[src/spi_unit_cfg.svh]
// Constants for the serial peripheral unit
`ifndef SPI_UNIT_CFG_SVH
`define SPI_UNIT_CFG_SVH
`define DIVISOR_W 8
`define DATA_W 8
`define DIVISOR_ONE 8'h01
`define TX_EMPTY_RESET 1'b1
`define SCLK_IDLE_RESET 1'b0
`endif

[src/spi_unit_pkg.sv]
// Types shared by the serial peripheral unit
package spi_unit_pkg;
  typedef struct packed {
    logic [7:0] serial_clock_divisor0;
    logic [7:0] serial_clock_divisor1;
    logic clock_polarity_select;
    logic clock_phase_select;
    logic keep_select_after_transfer0;
    logic mode_fault_disable;
    logic master_mode;
    logic active_select;
  } spi_cfg_t;
  typedef enum logic [2:0] {
    ST_IDLE = 3'b001,
    ST_SHIFT = 3'b010,
    ST_DONE = 3'b100
  } mst_state_t;
endpackage

[src/spi_unit.sv]
// Master/slave serial peripheral unit with its documented quirks
// Functional notes
// RL1: No transmit underrun flag in slave mode
// RL2: Mixed divisor one, polarity one: extra clock pulse
// RL3: Software keeps divisors all one in that case
// RL4: Slave enable may raise false receive ready
// RL5: Software toggles polarity then reads holding register
// RL6: Disable ignored while in slave mode
// RL7: Software stops slave by read then soft reset
// RL8: Keep-select on select0 with fault detection hangs
// RL9: Software sets mode fault disable with keep-select
// RL10: Disabled unit drops data writes, empty flag stays
// RL11: Software halts DMA before disabling the unit
// RL12: Enabled data write clears empty until loaded
`timescale 1ns/10ps
`default_nettype none
`include "spi_unit_cfg.svh"
module spi_unit (
  input wire logic core_clk,
  input wire logic reset,
  input wire spi_unit_pkg::spi_cfg_t cfg,
  input wire logic enable_cmd,
  input wire logic disable_cmd,
  input wire logic soft_reset_cmd,
  input wire logic tx_write,
  input wire logic [7:0] transmit_data_reg,
  input wire logic rx_read,
  input wire logic sclk_in,
  input wire logic select_n_in,
  input wire logic mosi_in,
  output logic enabled,
  output logic transmit_empty_flag,
  output logic receive_ready_flag,
  output logic [7:0] receive_holding_reg,
  output logic sclk_out,
  output logic sclk_oe_n,
  output logic mosi_out,
  output logic miso_out,
  output logic miso_oe_n,
  output logic select0_n
);
  import spi_unit_pkg::*;
  logic [2:0] sck_s_q, cs_s_q, mosi_s_q;
  logic [2:0] sck_s_d, cs_s_d, mosi_s_d;
  logic en_q, en_d, txe_q, txe_d, rxr_q, rxr_d, tx_full_q, tx_full_d;
  logic [7:0] tx_hold_q, tx_hold_d, shift_q, shift_d, rxh_q, rxh_d;
  logic [7:0] div_cnt_q, div_cnt_d;
  logic [3:0] bit_q, bit_d;
  logic sck_q, sck_d, sel_q, sel_d, prev_sel_q, prev_sel_d, extra_q, extra_d;
  logic miso_q, miso_d, mosi_q, mosi_d;
  logic sclk_oe_n_q, sclk_oe_n_d, miso_oe_n_q, miso_oe_n_d, select0_n_q, select0_n_d;
  mst_state_t st_q, st_d;
  logic sck_rise, sck_fall, cs_low, sample_edge, shift_edge, hang, mixed;
  logic [7:0] cur_div;
  // Synchronisers: select counts once stages two and three agree; data is taken from stage three
  always_comb begin
    sck_s_d = {sck_s_q[1:0], sclk_in};
    cs_s_d = {cs_s_q[1:0], select_n_in};
    mosi_s_d = {mosi_s_q[1:0], mosi_in};
  end
  always_ff @(posedge core_clk or posedge reset) begin
    if (reset) begin
      sck_s_q <= 3'h0;
      cs_s_q <= 3'h7;
      mosi_s_q <= 3'h0;
    end else begin
      sck_s_q <= sck_s_d;
      cs_s_q <= cs_s_d;
      mosi_s_q <= mosi_s_d;
    end
  end
  assign sck_rise = sck_s_q[1] & sck_s_q[2] == 1'b0 & sck_s_q[1];
  assign sck_fall = !sck_s_q[1] & sck_s_q[2];
  assign cs_low = !cs_s_q[1] & !cs_s_q[2];
  assign sample_edge = (cfg.clock_polarity_select ^ cfg.clock_phase_select) ? sck_fall : sck_rise;
  assign shift_edge = (cfg.clock_polarity_select ^ cfg.clock_phase_select) ? sck_rise : sck_fall;
  assign hang = cfg.keep_select_after_transfer0 & !cfg.mode_fault_disable & !cfg.active_select; // RL8
  assign cur_div = cfg.active_select ? cfg.serial_clock_divisor1 : cfg.serial_clock_divisor0;
  assign mixed = (cfg.serial_clock_divisor0 == `DIVISOR_ONE) !=
                 (cfg.serial_clock_divisor1 == `DIVISOR_ONE); // RL2
  always_comb begin
    en_d = en_q;
    txe_d = txe_q;
    rxr_d = rxr_q;
    tx_full_d = tx_full_q;
    tx_hold_d = tx_hold_q;
    shift_d = shift_q;
    rxh_d = rxh_q;
    div_cnt_d = div_cnt_q;
    bit_d = bit_q;
    sck_d = sck_q;
    sel_d = sel_q;
    prev_sel_d = prev_sel_q;
    extra_d = 1'b0;
    miso_d = miso_q;
    mosi_d = mosi_q;
    st_d = st_q;
    if (enable_cmd && !en_q) begin
      en_d = 1'b1;
      if (!cfg.master_mode) begin
        rxr_d = 1'b1; // RL4
      end
    end
    if (disable_cmd && cfg.master_mode) begin
      en_d = 1'b0; // RL6
    end
    if (rx_read) begin
      rxr_d = 1'b0;
    end
    if (en_q && !cfg.master_mode) begin
      // No underrun detection: a missed load sends stale data silently
      if (!cs_low) begin
        bit_d = 4'h0;
        // First bit must stand before the first sampling edge
        miso_d = shift_q[7];
        if (tx_full_q) begin
          shift_d = tx_hold_q; // RL1
          miso_d = tx_hold_q[7];
          tx_full_d = 1'b0;
          txe_d = 1'b1;
        end
      end else if (sample_edge) begin
        shift_d = {shift_q[6:0], mosi_s_q[2]};
        bit_d = bit_q + 4'h1;
        if (bit_q == 4'h7) begin
          rxh_d = {shift_q[6:0], mosi_s_q[2]};
          rxr_d = 1'b1;
          bit_d = 4'h0;
          if (tx_full_q) begin
            shift_d = tx_hold_q; // RL1
            tx_full_d = 1'b0;
            txe_d = 1'b1;
          end
        end
      end else if (shift_edge) begin
        miso_d = shift_q[7];
      end
    end
    if (en_q && cfg.master_mode) begin
      case (st_q)
        ST_IDLE: begin
          sck_d = cfg.clock_polarity_select;
          if (tx_full_q && !hang) begin // RL8
            shift_d = tx_hold_q;
            tx_full_d = 1'b0;
            txe_d = 1'b1;
            bit_d = 4'h0;
            div_cnt_d = 8'h00;
            sel_d = 1'b1;
            mosi_d = tx_hold_q[7];
            extra_d = mixed & cfg.clock_polarity_select & !cfg.clock_phase_select &
                      (prev_sel_q != cfg.active_select); // RL2
            prev_sel_d = cfg.active_select;
            st_d = ST_SHIFT;
          end
        end
        ST_SHIFT: begin
          if (extra_q) begin
            sck_d = !sck_q; // RL2
            // Stay set for the return edge so the stray pulse is whole
            extra_d = sck_q == cfg.clock_polarity_select;
          end else if (div_cnt_q + 8'h01 >= cur_div) begin
            div_cnt_d = 8'h00;
            sck_d = !sck_q;
            if (sck_q == cfg.clock_polarity_select) begin
              shift_d = {shift_q[6:0], mosi_s_q[2]};
            end else begin
              mosi_d = shift_q[7];
              bit_d = bit_q + 4'h1;
              if (bit_q == 4'h7) begin
                st_d = ST_DONE;
              end
            end
          end else begin
            div_cnt_d = div_cnt_q + 8'h01;
          end
        end
        ST_DONE: begin
          rxh_d = shift_q;
          rxr_d = 1'b1;
          sel_d = cfg.keep_select_after_transfer0 & !cfg.active_select;
          st_d = ST_IDLE;
        end
        default: st_d = ST_IDLE;
      endcase
    end
    // Disabled unit: writes are dropped and the empty flag is left alone
    // A write in a load cycle still wins, so back-to-back words are kept
    if (tx_write && en_q) begin // RL10
      tx_hold_d = transmit_data_reg;
      tx_full_d = 1'b1;
      txe_d = 1'b0; // RL12
    end
    if (soft_reset_cmd) begin
      en_d = 1'b0; // RL7
      st_d = ST_IDLE;
      tx_full_d = 1'b0;
      txe_d = 1'b1;
      rxr_d = 1'b0;
      sel_d = 1'b0;
    end
    sclk_oe_n_d = !(en_d & cfg.master_mode);
    miso_oe_n_d = !(en_d & !cfg.master_mode & cs_low);
    select0_n_d = !(sel_d & !cfg.active_select);
  end
  always_ff @(posedge core_clk or posedge reset) begin
    if (reset) begin
      en_q <= 1'b0;
      txe_q <= `TX_EMPTY_RESET;
      rxr_q <= 1'b0;
      tx_full_q <= 1'b0;
      tx_hold_q <= 8'h00;
      shift_q <= 8'h00;
      rxh_q <= 8'h00;
      div_cnt_q <= 8'h00;
      bit_q <= 4'h0;
      sck_q <= `SCLK_IDLE_RESET;
      sel_q <= 1'b0;
      prev_sel_q <= 1'b0;
      extra_q <= 1'b0;
      sclk_oe_n_q <= 1'b1;
      miso_oe_n_q <= 1'b1;
      select0_n_q <= 1'b1;
      miso_q <= 1'b0;
      mosi_q <= 1'b0;
      st_q <= ST_IDLE;
    end else begin
      en_q <= en_d;
      txe_q <= txe_d;
      rxr_q <= rxr_d;
      tx_full_q <= tx_full_d;
      tx_hold_q <= tx_hold_d;
      shift_q <= shift_d;
      rxh_q <= rxh_d;
      div_cnt_q <= div_cnt_d;
      bit_q <= bit_d;
      sck_q <= sck_d;
      sel_q <= sel_d;
      prev_sel_q <= prev_sel_d;
      extra_q <= extra_d;
      sclk_oe_n_q <= sclk_oe_n_d;
      miso_oe_n_q <= miso_oe_n_d;
      select0_n_q <= select0_n_d;
      miso_q <= miso_d;
      mosi_q <= mosi_d;
      st_q <= st_d;
    end
  end
  always_comb begin
    enabled = en_q;
    transmit_empty_flag = txe_q;
    receive_ready_flag = rxr_q;
    receive_holding_reg = rxh_q;
    sclk_out = sck_q;
    sclk_oe_n = sclk_oe_n_q;
    mosi_out = mosi_q;
    miso_out = miso_q;
    miso_oe_n = miso_oe_n_q;
    select0_n = select0_n_q;
  end
endmodule
`default_nettype wire

[config.mk]
export PLATFORM = sky130hd
export DESIGN_NAME = spi_unit
export DESIGN_NICKNAME = d
export VERILOG_FILES = /design/src/spi_unit_pkg.sv /design/src/spi_unit.sv
export VERILOG_INCLUDE_DIRS = /design/src
export SDC_FILE = /design/constraint.sdc
export NUM_CORES = 1
export LEC_CHECK = 0
export BUFFER_PORTS_ARGS = -buffer_cell sky130_fd_sc_hd__buf_2
export CORE_MARGIN = 2
export CORE_UTILIZATION = 57
export DETAILED_ROUTE_END_ITERATION = 12
export PLACE_DENSITY = 0.79
export SLEW_MARGIN = 5
export SYNTH_ARGS = -nofsm -noshare
export SYNTH_HDL_FRONTEND = slang
export SYNTH_SLANG_ARGS = --single-unit
[constraint.sdc]
create_clock -name core_clk -period 3.65 [get_ports core_clk]
set_input_delay 0.1825 -clock core_clk [delete_from_list [all_inputs] [get_ports core_clk]]
set_output_delay 0.1825 -clock core_clk [all_outputs]
set_load 0.02 [all_outputs]
# == Yosys cells after proc, flatten, opt, wreduce, memory -nomap -nowiden ==
# Index checks and enable logic that the tools add are counted.
# totals
output_inout_bits,17
in_bits,40
regBits,61
elab_cells,184
# op_classes
muxes,95
eq_ne,21
addsub,2
n_bitwise,16
order_cmp,1
n_reduce_logical,27
# op_table
op,n
8-bit 2-to-1 mux,21
1-bit 2-to-1 mux,50
4-bit 2-to-1 mux,9
8-bit case mux with 2 select lines,2
3-bit 2-to-1 mux,7
"3-bit inequality test, second input constant",6
"8-bit by 1-bit equality test with 1-bit output, second input constant",2
1-bit AND,14
1-bit zero test,13
6-bit AND reduction,2
"2-bit inequality test, second input constant",5
3-bit AND reduction,3
"8-bit by 1-bit adder with 8-bit output, second input constant",1
8-bit greater-or-equal comparator,1
1-bit case mux with 2 select lines,4
4-bit case mux with 2 select lines,1
1-bit logical AND,6
3-bit case mux with 2 select lines,1
"4-bit by 1-bit adder with 4-bit output, second input constant",1
"4-bit by 3-bit equality test with 1-bit output, second input constant",1
4-bit AND reduction,1
2-bit nonzero test,2
"3-bit by 1-bit equality test with 1-bit output, second input constant",1
"3-bit by 2-bit equality test with 1-bit output, second input constant",1
6 further kinds,7

# == Logic depth before layout (Yosys ltp) ==
# depth
ltp_word,12
depth_mapped,12
depth_no_buf,11

# == Least setup slack after synthesis ==
# OpenSTA, ideal clock, no wires.
# synth_timing
kind,in2reg
start,input port cfg[0] (netlist name)
end,register bit_q[0]
setup_ns,0.125
path_slack_ns,0.905
required_time_ns,3.525
t_arrival_ns,2.620
cell_stages,10
n_path_buf,2
path_cell_list,buf_1 mux2_2 ha_1 nand2b_1 a2111oi_2 o211a_1 buf_4 nor2_1 a21o_1 mux2_2
# synth_between
elab_chain_cells,7
elab_cells_between_ends,11
cone_classes,1 x order compare; 6 x mux; 1 x bitwise; 3 x reduce/logical
# synth_lines
item,line,text
from (decl),spi_unit.sv:21,"input wire spi_unit_pkg::spi_cfg_t cfg,"
"parallel branches: the longest is 5 deep, another holds 8-bit greater-or-equal comparator",-,
4-bit case mux with 2 select lines *,spi_unit.sv:140,case (st_q)
4-bit 2-to-1 mux *,spi_unit.sv:139,if (en_q && cfg.master_mode) begin
named net bit_d[0],spi_unit.sv:48,"logic [3:0] bit_q, bit_d;"
to (signal assigned),spi_unit.sv:236,bit_q <= bit_d;
to (decl),spi_unit.sv:48,
# Mark *: on every way through the listed nets, which the timed path passes.
# A chain may end at the register's enable or synchronous reset.

# == Worst setup path after layout ==
# layout_timing
start,register div_cnt_q[0]
end,register bit_q[0]
# layout_between
elab_chain_cells,6
# layout_lines
item,line,text
from (decl),spi_unit.sv:47,"logic [7:0] div_cnt_q, div_cnt_d;"
from (signal assigned),spi_unit.sv:235,div_cnt_q <= div_cnt_d;
8-bit by 1-bit adder with 8-bit output,spi_unit.sv:162,end else if (div_cnt_q + 8'h01 >= cur_div) begin
8-bit greater-or-equal comparator,spi_unit.sv:162,
4-bit 2-to-1 mux,spi_unit.sv:162,
4-bit 2-to-1 mux,spi_unit.sv:158,if (extra_q) begin
4-bit case mux with 2 select lines,spi_unit.sv:140,
4-bit 2-to-1 mux,spi_unit.sv:139,
named net bit_d[0],spi_unit.sv:48,
# The timed path passes the listed nets, and every way through them passes these cells.

==> impl_metrics.toml <==
[grt]
grtUsageMet3 = 0.0582
grt_max_degree = 42
grt_pass1_wl_um = 12500
grt-ovfl-total = 0
use_met2 = 0.408
grt_use_met1 = 0.318
top_usage_layer = "met2"
grt_pass1_vias = 2675
antenna_found_initial = 0
grt.total_usage = 0.251

[critical_path]
path_class = "register to register"
cpMostUsedCell = "and3_1"
crit_slowest_cell = "dfrtp_1"
critPathMaxFanout = 7
worst_ep_required_time_ps = 3880
path_cells = "and3_1 -> and3_1 -> and3_1 -> xor2_1 -> ha_1 -> and4_1 -> o21ai_1 -> o211ai_2 -> o2111ai_1 -> nor3b_1 -> mux2_2"
critPathArrivalTime_ps = 3220
critPathMaxStageDelay_ps = 440
endpoint_kind = "register"
start_kind = "register"

[sta]
final-hold-violation-count = 0
finClkSkew_ps = 7.09
finalSetupTns_ps = 0
rsz0062_at_grt = "false"
slew_violations = 0
max_freq_mhz = 334
finalSetupViolations = 0
fin_crit_sh = 0.821
min_period_ps = 3000
hold_slack_ps = 0.519
worst_pin_slew_ps = 840
max_slew_margin = 0.439

[layout]
nFillCells = 464
antenna_cells = 0
syn_to_final_growth_pct = 15.5
drive_gt1_frac = 0.249
multiInputGateArea_um2 = 1840
regArea_um2 = 1540
nets = 450
post-route-util = 0.678

[die]
io_pins = 57
rows = 28
dieArea_um2 = 6700
die_h_um = 81.9
die_x_um = 81.9
initial_utilization = 0.587
core_um2 = 5890

[placement]
io_buffer_count = 56
gp_congestion = 0.904
dp_hpwl_um = 5800

[synthesis]
synth_mux_area_frac = 0.101
ys_seq_area_frac = 0.445
synthTopCellsByArea = "dfrtp_1 (38%), mux2i_1 (6.4%), dfstp_2 (6.1%)"
yosysUniqueCellTypes = 61
synth_top_area_share = 0.384
syn_inst = 343
syn_area_per_cell_um2 = 10.1
synth_compound_area_frac = 0.196
synthXorXnorAreaFrac = 0.0304
syn-num-nets = 393
yosys.area.top_type = "dfrtp_1"
synthSimpleGateAreaFrac = 0.168
synth_async_sr_flop_share = 1.00
synth-edff-count = 0
ys_warn_count = 0
syn-cell-area_um2 = 3460
ys.flop_type = "dfrtp_1"
synth_adder_area_share = 0.0362
synth_top_family_by_area = "compound AO/OA/AOI/OAI gates"
ys_ff_latch = 61

[detailed_routing]
drt_first_iter_violations = 211
routed_wirelength_um = 8080
wl_per_cell_um = 16.8
antenna_left = 0
vias = 3015
drc = 0
viasPerCell = 6.28
drt_first_pass_iters = 5

[power]
peakVddDrop_mv = 0.244
power.density_nw_per_um2 = 426
p_leak_nw = 1.81
internal-power_w = 0.00121
seq_power_share = 0.496
comb_power_share = 0.155
switching_share = 0.287
clock_power_share = 0.349
p_sw_w = 0.000488

[clock_network]
clock-sinks = 61
cts.repair.resized = 0
cts_root_buf = "clkbuf_8"
cts_buffers = 9
worst_skew_pair.late_latency_ps = 340
htree_levels = 3
clkTransAtPathRegs_ps = 70
cts_tree = "built"
post_cts_buffers = 0
postCtsHoldBufs = 3
cts_max_path_buffers = 2

[worst_hold_path]
hold_path.class = "input port to async pin"

[flow_run]
max_cap_viol_count = 0

[run_status]
outcome = "completed"
[final timing paths]
kind | slack, ps | cells after the start | endpoint | start
setup / recovery | 650 | 11 | bit_q[0] | div_cnt_q[0]
hold / removal | 0.5 | 2 | enabled | reset
setup reg to reg | 650 | 11 | bit_q[0] | div_cnt_q[0]
hold reg to reg | 350 | 0 | mosi_s_q[1] | mosi_s_q[0]
max in group asynchronous | 2780 | 3 | cs_s_q[0] | reset
min in group core_clk | 30 | 2 | enabled | disable_cmd
[synth_stat cells (4+ instances only)]
| cell type | number |
|---|---|
| a21oi_1 | 26 |
| nand3_1 | 13 |
| dfstp_2 | 8 |
| and3_1 | 6 |
| clkbuf_1 | 9 |
| nor3b_1 | 4 |
| o21ai_0 | 11 |
| mux2_2 | 10 |
| nand2_1 | 24 |
| nor3_1 | 4 |
| xnor2_1 | 7 |
| mux2i_1 | 22 |
| nand2b_1 | 7 |
| a32o_1 | 6 |
| dfrtp_1 | 53 |
| xor2_1 | 5 |
| o22ai_1 | 10 |
| ha_1 | 10 |
| nor2_1 | 30 |
| o21ai_1 | 6 |
| a22oi_1 | 8 |
[metal layers]
metal | up-vias | share of wire
met4 | 0 | 0.024
li1 | 1414 | -
met3 | 19 | 0.064
met5 | - | 0
met2 | 132 | 0.49
met1 | 1450 | 0.43
[cell type report]
type                            count  area share
Clock buffer                       13      0.0373
Timing Repair Buffer               61      0.0815
Tap cell                           75      0.0235
Inverter                            1    0.000940
Sequential cell                    61       0.385
Multi-Input combinational cell    266       0.461
Clock inverter                      3      0.0113
[through the flow]
| stage | setup WS, ps | instance area, um^2 | cells | total power (W) |
|---|---|---|---|---|
| floorplan | 905 | 3460 | 343 | 0.00101 |
| global placement | 810 | 3770 | 461 | 0.00110 |
| detailed placement | 715 | 3770 | 461 | 0.00111 |
| CTS | 675 | 3990 | 480 | 0.00171 |
| global route | 374 | 3990 | 480 | 0.00178 |
| finish | 653 | 3990 | 480 | 0.00170 |
[kinds of logic after synthesis]
kind of cell,Yosys count
flip-flops,61
multiplexers,33
buffers and inverters,16
adder cells (fa/ha/maj),10
AO/OA/AOI/OAI,100
AND/OR/NAND/NOR,111
XOR/XNOR,12
[worst max-delay path: cells and delay by family (launching register included)]
family / cells / cell delay, ps
DFF: 1 / 440
and+or+nand+nor: 5 / 1000
AOI/OAI and AO/OA: 3 / 680
adders and majority gates: 1 / 320
muxes: 1 / 290
xor gates and xnor gates: 1 / 150
[power by group through the flow]
stage                     sequential, W  clock (W)  combinational, W
after floorplan                0.000835          0          0.000175
after global placement         0.000845          0          0.000250
after detailed placement       0.000851          0          0.000259
after CTS                      0.000839   0.000605          0.000263
after global routing           0.000850   0.000638          0.000289
final                          0.000843   0.000593          0.000264
[cell usage in the layout, fill, tap and decap left out, drive strengths merged, types with 7 or more instances in the layout]
cell type / instances
mux2i: 22
xnor2: 7
ha: 10
clkbuf: 13
nor3: 7
nand2b: 8
nor2: 31
o21ai: 17
dfrtp: 53
buf: 58
a22oi: 8
nand2: 24
dfstp: 8
o22ai: 10
nand3: 13
mux2: 11
a21oi: 26
Note: power is estimated with default switching activity, not from simulation.
